<file path="src/design/gdfr_pkg.sv">
// gdfr_pkg: constants of the gate driver fault response block.
// assumes a single 40 MHz clock; shared by all gdfr design files.
package gdfr_pkg;

  ////////////////////////////////////////////////////////////////////
  // register port
  localparam int unsigned ADDR_W = 4;
  localparam int unsigned DATA_W = 16;
  localparam logic [3:0] ADDR_CTRL = 4'h0;
  localparam logic [3:0] ADDR_STATUS = 4'h1;

  // control register fields
  localparam int unsigned CTRL_SINK_LSB = 0;
  localparam int unsigned CTRL_MODE_LSB = 4;
  localparam int unsigned CTRL_SHUNT_OVERCURRENT_DISABLE = 6;
  localparam int unsigned CTRL_GATE_SUPPLY_UV_DISABLE = 7;
  localparam int unsigned CTRL_GATE_DRIVE_FAIL_DISABLE = 8;
  localparam int unsigned CTRL_WARN_REP = 9;
  localparam int unsigned CTRL_CBC_EN = 10;
  localparam int unsigned CTRL_CLEAR = 11;
  localparam logic [15:0] CTRL_RESET = 16'h040f;
  localparam logic [15:0] CTRL_WMASK = 16'h07ff;

  // status register fields
  localparam int unsigned ST_FAULT = 0;
  localparam int unsigned ST_DRAIN_SOURCE_OVERCURRENT = 1;
  localparam int unsigned ST_SHUNT_OVERCURRENT = 2;
  localparam int unsigned ST_GDF = 3;
  localparam int unsigned ST_TSD = 4;
  localparam int unsigned ST_WARN = 5;
  localparam int unsigned ST_UV = 6;
  localparam int unsigned ST_HIZ = 7;

  ////////////////////////////////////////////////////////////////////
  // overcurrent response modes
  typedef enum logic [1:0] {
    GDFR_OCP_LATCH = 2'h0,
    GDFR_OCP_RETRY = 2'h1,
    GDFR_OCP_REPORT = 2'h2,
    GDFR_OCP_OFF = 2'h3
  } gdfr_mode_e;

  // overcurrent state, gray along clear -> trip; clear -> retry flips both bits
  typedef enum logic [1:0] {
    GDFR_OC_CLEAR = 2'b00,
    GDFR_OC_TRIP = 2'b01,
    GDFR_OC_RETRY = 2'b11
  } gdfr_oc_e;

  // sink current codes for the soft turn-off
  localparam logic [3:0] SINK_CODE_1100MA = 4'h9;
  localparam logic [3:0] SINK_CODE_MIN = 4'h0;
  localparam logic [3:0] SINK_STEP_DOWN = 4'h7;

  // timing
  localparam int unsigned CLK_FREQ_MHZ = 40;
  localparam int unsigned RETRY_PERIOD_US = 8000;
  localparam int unsigned RETRY_CYCLES_DFLT = RETRY_PERIOD_US * CLK_FREQ_MHZ;

  // synchronised input vector layout
  localparam int unsigned NUM_PWM = 3;
  localparam int unsigned IN_W = 9 + NUM_PWM;

endpackage

</file>
<file path="src/design/gdfr_fault_resp.sv">
// gdfr_fault_resp: fault response logic of a three-phase gate driver.
// assumes detector flags and pwm pins are asynchronous levels, the
// enable reset pulse comes from logic on sys_clk_in, and a sleep entry
// drives rst_b_in low.
// Operation
// - overcurrent turn-off uses dedicated soft sequence
// - soft turn-off applies reduced sink code
// - sink below 1100 mA: use minimum code
// - sink at least 1100 mA: minus seven
// - thermal warning sets status, no action
// - warning status follows detector, not latched
// - warning report bit adds pin and fault
// - thermal shutdown: drivers off, pump off, report
// - thermal shutdown recovers automatically when cool
// - shutdown status sticky until clear command
// - thermal shutdown response cannot be disabled
// - shunt overcurrent ignored if mode off/disabled
// - pump/regulator undervoltage: hi-z unless disabled
// - latched mode holds until clear after removal
// - retry mode clears after retry period
// - report mode reports only, drivers keep running
// - pwm rising edge clears overcurrent in cbc
`timescale 1ns/1ps
`default_nettype none
module gdfr_fault_resp #(
  parameter int unsigned RETRY_CYCLES = gdfr_pkg::RETRY_CYCLES_DFLT
) (
  input wire logic sys_clk_in,
  input wire logic rst_b_in,
  input wire logic [gdfr_pkg::ADDR_W-1:0] reg_addr_in,
  input wire logic [gdfr_pkg::DATA_W-1:0] reg_wdata_in,
  input wire logic reg_wr_in,
  input wire logic reg_rd_in,
  output logic [gdfr_pkg::DATA_W-1:0] reg_rdata_out,
  input wire logic drain_source_overcurrent_in,
  input wire logic shunt_overcurrent_in,
  input wire logic gate_drive_fail_in,
  input wire logic main_supply_undervolt_in,
  input wire logic drain_sense_undervolt_in,
  input wire logic charge_pump_undervolt_in,
  input wire logic lowside_reg_undervolt_in,
  input wire logic thermal_warn_in,
  input wire logic thermal_shutdown_in,
  input wire logic [gdfr_pkg::NUM_PWM-1:0] pwm_in,
  input wire logic enable_reset_pulse_in,
  output logic fault_out_n,
  output logic gate_hiz_out,
  output logic charge_pump_off_out,
  output logic soft_off_out,
  output logic [3:0] sink_code_out
);
  import gdfr_pkg::*;

  if (RETRY_CYCLES < 2)
  begin : g_chk
    $error("gdfr_fault_resp: RETRY_CYCLES must be at least 2");
  end

  ////////////////////////////////////////////////////////////////////
  // input synchronisers
  logic [IN_W-1:0] raw_w;
  logic [IN_W-1:0] syn_w;
  assign raw_w = {pwm_in, thermal_shutdown_in, thermal_warn_in,
                  lowside_reg_undervolt_in, charge_pump_undervolt_in,
                  drain_sense_undervolt_in, main_supply_undervolt_in,
                  gate_drive_fail_in, shunt_overcurrent_in,
                  drain_source_overcurrent_in};

  gdfr_sync #(
    .WIDTH(IN_W)
  ) u_sync (
    .sys_clk_in(sys_clk_in),
    .rst_b_in(rst_b_in),
    .async_in(raw_w),
    .sync_out(syn_w)
  );

  wire vds_s = syn_w[0];
  wire sen_s = syn_w[1];
  wire gdf_s = syn_w[2];
  wire main_supply_undervolt_s = syn_w[3];
  wire drain_sense_undervolt_s = syn_w[4];
  wire charge_pump_undervolt_s = syn_w[5];
  wire lowside_reg_undervolt_s = syn_w[6];
  wire warn_s = syn_w[7];
  wire thermal_shutdown_s = syn_w[8];
  wire [NUM_PWM-1:0] pwm_s = syn_w[IN_W-1:9];

  logic [NUM_PWM-1:0] pwm_d_r;

  ////////////////////////////////////////////////////////////////////
  // register port decode
  logic [DATA_W-1:0] ctrl_r;
  logic [DATA_W-1:0] rdata_r;
  logic clr_pulse_r;

  wire wr_ctrl = reg_wr_in && (reg_addr_in == ADDR_CTRL);
  wire rd_ctrl = reg_rd_in && (reg_addr_in == ADDR_CTRL);
  wire rd_stat = reg_rd_in && (reg_addr_in == ADDR_STATUS);

  wire [3:0] prog_sink_w = ctrl_r[CTRL_SINK_LSB +: 4];
  wire [1:0] mode_w = ctrl_r[CTRL_MODE_LSB +: 2];
  wire shunt_overcurrent_disable_w = ctrl_r[CTRL_SHUNT_OVERCURRENT_DISABLE];
  wire gate_supply_uv_disable_w = ctrl_r[CTRL_GATE_SUPPLY_UV_DISABLE];
  wire gate_drive_fail_disable_w = ctrl_r[CTRL_GATE_DRIVE_FAIL_DISABLE];
  wire warn_rep_w = ctrl_r[CTRL_WARN_REP];
  wire cbc_en_w = ctrl_r[CTRL_CBC_EN];

  // either clear source acts the same way
  wire clear_cmd_w = clr_pulse_r || enable_reset_pulse_in;

  ////////////////////////////////////////////////////////////////////
  // overcurrent response
  gdfr_oc_e oc_r;
  gdfr_oc_e oc_nxt;
  logic vds_lat_r;
  logic sen_lat_r;
  logic retry_start_w;
  logic retry_done_w;

  wire mode_on = (mode_w != GDFR_OCP_OFF);
  wire vds_evt = vds_s && mode_on;
  wire sen_evt = sen_s && mode_on && !shunt_overcurrent_disable_w;
  wire ocp_evt = vds_evt || sen_evt;
  wire ocp_live = vds_s || sen_s;
  wire pwm_rise = |(pwm_s & ~pwm_d_r);
  wire cbc_clr = cbc_en_w && pwm_rise;
  wire trip_clr = (clear_cmd_w || cbc_clr) && !ocp_live;
  wire oc_active = (oc_r != GDFR_OC_CLEAR);
  wire oc_shut_mode = (mode_w == GDFR_OCP_LATCH) || (mode_w == GDFR_OCP_RETRY);
  wire ocp_shut_w = oc_active && oc_shut_mode;

  always_comb
  begin
    oc_nxt = oc_r;
    retry_start_w = 1'b0;
    case (oc_r)
      GDFR_OC_CLEAR:
      begin
        if (ocp_evt && mode_w == GDFR_OCP_RETRY)
        begin
          oc_nxt = GDFR_OC_RETRY;
          retry_start_w = 1'b1;
        end
        else if (ocp_evt)
          oc_nxt = GDFR_OC_TRIP;
      end
      GDFR_OC_TRIP:
      begin
        if (trip_clr && !ocp_evt)
          oc_nxt = GDFR_OC_CLEAR;
      end
      GDFR_OC_RETRY:
      begin
        if (retry_done_w && !ocp_evt)
          oc_nxt = GDFR_OC_CLEAR;
        else if (retry_done_w)
          retry_start_w = 1'b1;
      end
      default:
        oc_nxt = GDFR_OC_CLEAR;
    endcase
  end

  gdfr_retry_timer #(
    .CYCLES(RETRY_CYCLES)
  ) u_retry (
    .sys_clk_in(sys_clk_in),
    .rst_b_in(rst_b_in),
    .start_in(retry_start_w),
    .busy_out(),
    .done_out(retry_done_w)
  );

  ////////////////////////////////////////////////////////////////////
  // other fault sources
  logic gdf_lat_r;
  logic tsd_lat_r;

  wire uv_hard = main_supply_undervolt_s || drain_sense_undervolt_s;
  wire uv_gd = (charge_pump_undervolt_s || lowside_reg_undervolt_s) && !gate_supply_uv_disable_w;
  wire uv_w = uv_hard || uv_gd;
  wire warn_rep_act = warn_s && warn_rep_w;
  wire thermal_shutdown_act = thermal_shutdown_s;

  wire fault_any_w = uv_w || oc_active || gdf_lat_r || thermal_shutdown_act
                     || warn_rep_act;
  wire hiz_w = uv_w || ocp_shut_w || gdf_lat_r || thermal_shutdown_act;

  wire soft_w = ocp_shut_w;
  wire [3:0] soft_code_w = (prog_sink_w >= SINK_CODE_1100MA) ?
                           (prog_sink_w - SINK_STEP_DOWN) : SINK_CODE_MIN;
  wire [3:0] sink_nxt = soft_w ? soft_code_w : prog_sink_w;
  // warning bit is live, never latched
  wire [DATA_W-1:0] stat_w = DATA_W'({hiz_w, uv_w, warn_s, tsd_lat_r,
                                      gdf_lat_r, sen_lat_r, vds_lat_r,
                                      fault_any_w});
  wire [DATA_W-1:0] rdata_nxt = rd_ctrl ? ctrl_r : (rd_stat ? stat_w : '0);

  ////////////////////////////////////////////////////////////////////
  // registers
  always_ff @(posedge sys_clk_in)
  begin
    if (!rst_b_in)
    begin
      ctrl_r <= CTRL_RESET;
      clr_pulse_r <= 1'b0;
      rdata_r <= '0;
      pwm_d_r <= '0;
    end
    else
    begin
      if (wr_ctrl)
        ctrl_r <= reg_wdata_in & CTRL_WMASK;
      clr_pulse_r <= wr_ctrl && reg_wdata_in[CTRL_CLEAR];
      rdata_r <= rdata_nxt;
      pwm_d_r <= pwm_s;
    end
  end

  // sticky fault bits; a new event wins over a clear
  always_ff @(posedge sys_clk_in)
  begin
    if (!rst_b_in)
    begin
      oc_r <= GDFR_OC_CLEAR;
      vds_lat_r <= 1'b0;
      sen_lat_r <= 1'b0;
      gdf_lat_r <= 1'b0;
      tsd_lat_r <= 1'b0;
    end
    else
    begin
      oc_r <= oc_nxt;
      vds_lat_r <= vds_evt || (vds_lat_r && oc_nxt != GDFR_OC_CLEAR);
      sen_lat_r <= sen_evt || (sen_lat_r && oc_nxt != GDFR_OC_CLEAR);
      gdf_lat_r <= (gdf_s && !gate_drive_fail_disable_w) ||
                   (gdf_lat_r && !(clear_cmd_w && !gdf_s));
      tsd_lat_r <= thermal_shutdown_s || (tsd_lat_r && !clear_cmd_w);
    end
  end

  // outputs, all registered
  logic fault_n_r;
  logic hiz_r;
  logic cp_off_r;
  logic soft_r;
  logic [3:0] sink_r;

  always_ff @(posedge sys_clk_in)
  begin
    if (!rst_b_in)
    begin
      fault_n_r <= 1'b1;
      hiz_r <= 1'b0;
      cp_off_r <= 1'b0;
      soft_r <= 1'b0;
      sink_r <= CTRL_RESET[CTRL_SINK_LSB +: 4];
    end
    else
    begin
      fault_n_r <= !fault_any_w;
      hiz_r <= hiz_w;
      cp_off_r <= thermal_shutdown_act;
      soft_r <= soft_w;
      sink_r <= sink_nxt;
    end
  end

  assign reg_rdata_out = rdata_r;
  assign fault_out_n = fault_n_r;
  assign gate_hiz_out = hiz_r;
  assign charge_pump_off_out = cp_off_r;
  assign soft_off_out = soft_r;
  assign sink_code_out = sink_r;
endmodule
`default_nettype wire

</file>
<file path="src/design/gdfr_sync.sv">
// gdfr_sync: two flip-flop synchroniser for a vector of levels.
// assumes each bit is an independent level; no word coherency.
`timescale 1ns/1ps
`default_nettype none
module gdfr_sync #(
  parameter int unsigned WIDTH = 1
) (
  input wire logic sys_clk_in,
  input wire logic rst_b_in,
  input wire logic [WIDTH-1:0] async_in,
  output logic [WIDTH-1:0] sync_out
);
  import gdfr_pkg::*;

  logic [WIDTH-1:0] meta_r;
  logic [WIDTH-1:0] sync_r;

  if (WIDTH < 1)
  begin : g_chk
    $error("gdfr_sync: WIDTH must be at least 1");
  end

  for (genvar i = 0; i < WIDTH; i++)
  begin : g_bit
    always_ff @(posedge sys_clk_in)
    begin
      if (!rst_b_in)
      begin
        meta_r[i] <= 1'b0;
        sync_r[i] <= 1'b0;
      end
      else
      begin
        meta_r[i] <= async_in[i];
        sync_r[i] <= meta_r[i];
      end
    end
  end

  assign sync_out = sync_r;

endmodule
`default_nettype wire

</file>
<file path="src/design/gdfr_retry_timer.sv">
// gdfr_retry_timer: one-shot down counter, done pulse after CYCLES.
// assumes start_in is a one-cycle pulse; a new start restarts the count.
`timescale 1ns/1ps
`default_nettype none
module gdfr_retry_timer #(
  parameter int unsigned CYCLES = gdfr_pkg::RETRY_CYCLES_DFLT
) (
  input wire logic sys_clk_in,
  input wire logic rst_b_in,
  input wire logic start_in,
  output logic busy_out,
  output logic done_out
);
  import gdfr_pkg::*;

  localparam int unsigned CNT_W = $clog2(CYCLES + 1);
  localparam logic [CNT_W-1:0] CNT_LOAD = CNT_W'(CYCLES - 1);

  logic [CNT_W-1:0] cnt_r;
  logic busy_r;
  logic done_r;
  wire cnt_zero = (cnt_r == '0);

  if (CYCLES < 2)
  begin : g_chk
    $error("gdfr_retry_timer: CYCLES must be at least 2");
  end

  always_ff @(posedge sys_clk_in)
  begin
    if (!rst_b_in)
    begin
      cnt_r <= '0;
      busy_r <= 1'b0;
      done_r <= 1'b0;
    end
    else
    begin
      done_r <= busy_r && cnt_zero && !start_in;
      if (start_in)
      begin
        cnt_r <= CNT_LOAD;
        busy_r <= 1'b1;
      end
      else if (busy_r)
      begin
        cnt_r <= cnt_r - CNT_W'(1);
        busy_r <= !cnt_zero;
      end
    end
  end

  assign busy_out = busy_r;
  assign done_out = done_r;

endmodule
`default_nettype wire

</file>
<file path="config.mk">
export PLATFORM = sky130hd
export DESIGN_NAME = gdfr_fault_resp
export DESIGN_NICKNAME = d
export VERILOG_FILES = /design/src/design/gdfr_pkg.sv /design/src/design/gdfr_fault_resp.sv /design/src/design/gdfr_sync.sv /design/src/design/gdfr_retry_timer.sv
export SDC_FILE = /design/constraint.sdc
export NUM_CORES = 1
export LEC_CHECK = 0
export BUFFER_PORTS_ARGS = -buffer_cell sky130_fd_sc_hd__buf_2
export CORE_UTILIZATION = 30
export CTS_CLUSTER_SIZE = 24
export DETAILED_ROUTE_END_ITERATION = 8
export PLACE_DENSITY = 0.59
export REMOVE_ABC_BUFFERS = 1
export SETUP_SLACK_MARGIN = 0.5
export SLEW_MARGIN = 20
export SYNTH_ARGS = -nofsm -noshare
export SYNTH_HDL_FRONTEND = slang
export SYNTH_SLANG_ARGS = --single-unit
</file>
<file path="constraint.sdc">
create_clock -name sys_clk_in -period 5.4 [get_ports sys_clk_in]
set_clock_uncertainty 0.2 [all_clocks]
set_input_delay 0.27 -clock sys_clk_in [delete_from_list [all_inputs] [get_ports sys_clk_in]]
set_output_delay 0.27 -clock sys_clk_in [all_outputs]
set_load 0.05 [all_outputs]
</file>
# == Yosys cells after proc, flatten, opt, wreduce, memory -nomap -nowiden ==
# Index checks and enable logic that the tools add are counted.
# classes
mux,17
div_mod_pow,0
add_sub_neg,2
bitwise_logic,3
n_eq_ne,5
mul,0
shifts,0
reduce_logical,63
n_lt_le_gt_ge,1
# op_table
op,n
$mux 19,2
$logic_and 1x1->1,23
$logic_not 19->1,1
$logic_or 1x1->1,19
$sub 19x1->19 const B,1
$logic_not 1->1,11
$mux 11,1
$mux 2,4
$mux 4,2
$mux 8,1
$pmux 2 s3,1
$reduce_bool 2->1,3
$mux 1,5
$eq 2x1->1 const B,2
$eq 4x1->1 const B,1
$ge 4x4->1 const B,1
$logic_not 2->1,2
$logic_not 4->1,1
$reduce_or 2->1,2
$sub 4x3->4 const B,1
$and 3x3->3,1
$not 3->3,1
$reduce_or 3->1,1
$eq 2x2->1 const B,1
other kinds (3),3
# totals
out_inout_bits,24
memories,0
reg_bits,90
mem_bits_rw,0
in_bits,37
word_cells,134
romBits,0
latchBits,0

# == Logic depth before layout (Yosys ltp) ==
# depth
word_depth,12
mapped_depth,7
ltp_nobuf,7

# == Cells and area by module ==
# A second synthesis with hierarchy kept.
# unflattened
hier_cells,344
hier_area_um2,3409.5
# by_module_without_submodules
module,cells_each,area_per_inst_um2,seq_area_each_um2,instances
gdfr_fault_resp,191,1715.4,800.8,1
gdfr_retry_timer,103,1018.5,420.4,1
gdfr_sync,50,675.6,480.5,1

# == Worst setup path before layout ==
# Ideal clock, no wire load.
# synth_path
path_type,register to register
startpoint,register u_retry.cnt_r[6]
endpoint,register u_retry.done_r (netlist: u_retry.done_out)
setup_time_ns,0.065
t_required_ns,5.135
slack_ns,3.110
arrival_ns,2.025
path_buffers,1
stages_incl_launch_ff,6
synth_period_minus_slack_ns,2.290
path_cell_list,dfxtp_1 -> or4_1 -> buf_2 -> or4_4 -> or4_1 -> nor2_1
# synth_between
elab_chain_cells,3
# synth_lines
element,line,rtl
"start, declared",gdfr_retry_timer.sv:19,logic [CNT_W-1:0] cnt_r;
"start signal, assigned",gdfr_retry_timer.sv:47,cnt_r <= cnt_r - CNT_W'(1);
$logic_not 19->1,gdfr_retry_timer.sv:22,wire cnt_zero = (cnt_r == '0);
$logic_and 1x1->1 (2 in series),gdfr_retry_timer.sv:39,done_r <= busy_r && cnt_zero && !start_in;
"end signal, assigned",gdfr_retry_timer.sv:39,
"end, declared",gdfr_retry_timer.sv:21,logic done_r;
# No other way between the ends.
# A chain may end at the register's enable or synchronous reset.

# == Final worst setup path ==
# Same ends and word-level chain as after synthesis.

==> results.md <==
- complete, no violations — status
- 2960 ps — reg-to-reg setup timing slack
- 288.7 uW — Psw
- 51 — count of input and output buffers
- 24.97% — area added between synthesis and finish
- 45.10% — fin crit share
- 0 — number of synthesis warnings
- sky130_fd_sc_hd__clkbuf_8 — clock root buffer
- 104.8 um — die outline height
- 0.8052 — global placement routability congestion
- 54.7% — register share of total power
- 0 — grt total ovfl
- 2510 ps — Arrival @ worst endpoint
- 900.5 uW — design internal power
- 0 — setup violators final
- 50 — maximum number of pins on one net before global-route repair
- 85 — post-synthesis sequential element count
- sky130_fd_sc_hd__dfxtp_1 — biggest area consumer among synthesized cells
- 4266 um — half-perimeter wire length of the detailed placement result
- 156.6 uV — worst voltage drop across the vdd grid
- reg2reg — Crit Path Class
- sky130_fd_sc_hd__dfxtp_1, sky130_fd_sc_hd__and2_1, sky130_fd_sc_hd__nand2_1 — Synth area leaders
- 38.57% — Final Core Density
- 0% — proportion of synthesized flip-flops having asynchronous set or reset
- 3 — CTS HTree Levels
- 9.220 sq um — Mapped Avg Cell Area
- 37 — count of standard-cell rows
- 31.78% — max-slew headroom at the worst pin
- 0 — total of max-cap violations
- 2 — number of buffers on the longest clock path
- 4 — length in cells of the worst reg-to-reg path
- u_retry.cnt_r[6] — worst reg2reg path startpoint
- 350 ps — clk_lat worst skew
- 4 — First-pass DRT Iterations
- 1048 — number of fill cells
- false — setup repair after global routing missed its margin
- 344 — synthesized instance count
- 0 — Post-synth EDFFs
- 4.489 — vias per inst
- 10990 sq um — Die Outline Area
- 0 — Resized Gates After CTS
- register — Startpoint Class
- 30.86% — initial core utilization
- 8.6% — Gate power share
- 85 — Num Clock Sinks
- 0 — number of antenna violations at the first check in global routing
- 9 — TritonCTS buffer count
- 6404 um — Final Routed Wirelength
- 2412 — via count of the first global-routing pass
- 6 — Max FO, Critical Path
- 66.66 ps — worst hold slack across all endpoints
- 80 ps — clock-pin slew on the worst setup and hold paths
- sky130_fd_sc_hd__dfxtp_1, sky130_fd_sc_hd__buf_2, sky130_fd_sc_hd__nand2_1, sky130_fd_sc_hd__nor2_1, sky130_fd_sc_hd__and2_1 — highest-count cells in the layout ignoring fill and taps
- 462 — layout net count
- 0 — post-detailed-route DRC marker count
- enable_reset_pulse_in — hold path start
- sky130_fd_sc_hd__dfxtp_1 — most frequent standard cell in the layout excluding fill and tap cells
- 0 — max-slew violation count
- in2reg — worst hold path type
- 300.0 nW/um^2 — pwr dens
- 3172 sq um — Synth Cell Area
- 12.26% — overall track demand over capacity in global routing
- 0 ps — setup TNS
- 2436 ps — time the final worst path needs with I/O delays and setup
- gdf_lat_r — Min-Delay Endpoint
- 104.8 um — die width
- register — Setup crit end kind
- sky130_fd_sc_hd__dfxtp_1 — flip-flop cell with the highest count after synthesis
- 4 — WHS Path Cells
- 0 — Diodes inserted
- 410.6 MHz — maximum achievable frequency
- u_retry.done_out — destination of the worst register-to-register timing path
- 10730 um — wire length of the first global-routing pass
- 2505 — vias after detailed routing
- 5480 ps — required time at the endpoint of the critical path
- built — clock tree from TritonCTS
- 1021 ps — Worst Tran Pin Value
- 0 — number of hold-slack violations in the final timing report
- 53.65% — share of the synthesized area in the top cell type
- 10280 sq um — standard cell core area
- 24.27% — Switching Share
- 53.65% — sequential element share of the synthesized area
- 0.001674 uW — static power due to leakage
- 136 — number of DRC markers after the initial detailed-route iteration
- 0 — number of antenna-violating nets in the routed design
- 61 — number of I/O pins
- 11.48 um — average wire length per cell after detail routing
- 17.06% — fraction of final layout cells with drive strength greater than 1
- 40 — number of distinct library cells after synthesis
- 36.6% — fraction of power consumed by the clock network
## worst max-delay path by stage
stage                           from                to  slack (ps)  cells after the start
detailed placement  u_retry.cnt_r[6]  u_retry.done_out        3020                      4
global route        u_retry.cnt_r[6]  u_retry.done_out        2880                      4
CTS                 u_retry.cnt_r[6]  u_retry.done_out        2970                      4
floorplan           u_retry.cnt_r[6]  u_retry.done_out        3130                      4
finish              u_retry.cnt_r[6]  u_retry.done_out        2960                      4
global placement    u_retry.cnt_r[6]  u_retry.done_out        3010                      4
## final cells by class
type                    instances  area [sq um]  area share, %
repair buffers                 76         503.0          12.69
inverters                      13         48.80          1.231
multi-input cells             232          1349          34.03
clock inverters                 5         60.06          1.515
clock buffers                  11         131.4          3.314
well taps                     136         170.2          4.293
flip-flops and latches         85          1702          42.93
## critical path, cell delays in order (launching register included)
cell and delay [ps]:
sky130_fd_sc_hd__dfxtp_1 340, sky130_fd_sc_hd__or4_1 650, sky130_fd_sc_hd__or4_4 590, sky130_fd_sc_hd__or4_1 480
sky130_fd_sc_hd__nor2_1 110
## cell families after synthesis
| family | after synthesis | synth area share (%) |
|---|---|---|
| and+or+nand+nor | 145 | 22.84 |
| DFF | 85 | 53.65 |
| AOI/OAI and AO/OA | 57 | 11.24 |
| buffers and inverters | 31 | 4.300 |
| xor gates and xnor gates | 17 | 4.694 |
| adders and majority gates | 8 | 3.156 |
| other | 1 | 0.1182 |
## state kept, by name, indices dropped and copies added (netlist names)
signal,flops
oc_r,2
u_retry.busy_out,1
sink_code_out,4
ctrl_r,11
u_sync.sync_out,12
sen_lat_r,1
vds_lat_r,1
soft_off_out,1
u_retry.done_out,1
gate_hiz_out,1
clr_pulse_r,1
tsd_lat_r,1
reg_rdata_out,11
u_sync.meta_r,12
gdf_lat_r,1
charge_pump_off_out,1
pwm_d_r,3
fault_out_n,1
u_retry.cnt_r,19
## timing repair
| item | CTS | global route |
|---|---|---|
| buffers inserted | 0 | 0 |
| hold endpoints to repair | 24 | 0 |
| hold buffers | 24 | 0 |
## metal layers
layer	vias to the layer above	share of wire, %	track usage (%)	wire, um
met4	0	1.5	5.131	96
met2	53	47	20.44	2997
met3	7	4.3	3.369	274
met5	-	0	0	0
met1	1153	47	14.81	3035
li1	1292	-	-	-
## power by group through the flow
| stage | clock network (uW) | logic [uW] | registers [uW] |
|---|---|---|---|
| after floorplan | 0 | 43.3 | 680 |
| after global placement | 0 | 88.2 | 665 |
| after detailed placement | 0 | 89.3 | 666 |
| after CTS | 450 | 103 | 651 |
| after global routing | 482 | 112 | 653 |
| final | 436 | 103 | 651 |
## synth_stat cells, types with 5 or more instances
library cell / count
sky130_fd_sc_hd__a22oi_1: 7
sky130_fd_sc_hd__and2_1: 28
sky130_fd_sc_hd__xnor2_1: 10
sky130_fd_sc_hd__xor2_1: 7
sky130_fd_sc_hd__and3_1: 8
sky130_fd_sc_hd__dfxtp_1: 85
sky130_fd_sc_hd__nand3_1: 8
sky130_fd_sc_hd__inv_1: 13
sky130_fd_sc_hd__a21oi_1: 24
sky130_fd_sc_hd__o21ai_0: 9
sky130_fd_sc_hd__nor2_1: 29
sky130_fd_sc_hd__buf_4: 5
sky130_fd_sc_hd__nand2_1: 42
sky130_fd_sc_hd__nor3_1: 11
sky130_fd_sc_hd__ha_1: 8
sky130_fd_sc_hd__clkbuf_1: 11
## stage by stage
stage / total power [uW] / cell area (sq um) / setup slack [ps] / instances
2_1_floorplan: 723.3 / 3099 / 3126 / 330
6_report: 1189 / 3964 / 2964 / 558
5_1_grt: 1248 / 3964 / 2883 / 558
3_3_place_gp: 753.6 / 3532 / 3013 / 518
3_5_place_dp: 755.1 / 3532 / 3017 / 518
4_1_cts: 1204 / 3964 / 2975 / 558
(Power assumes the default switching activity.)
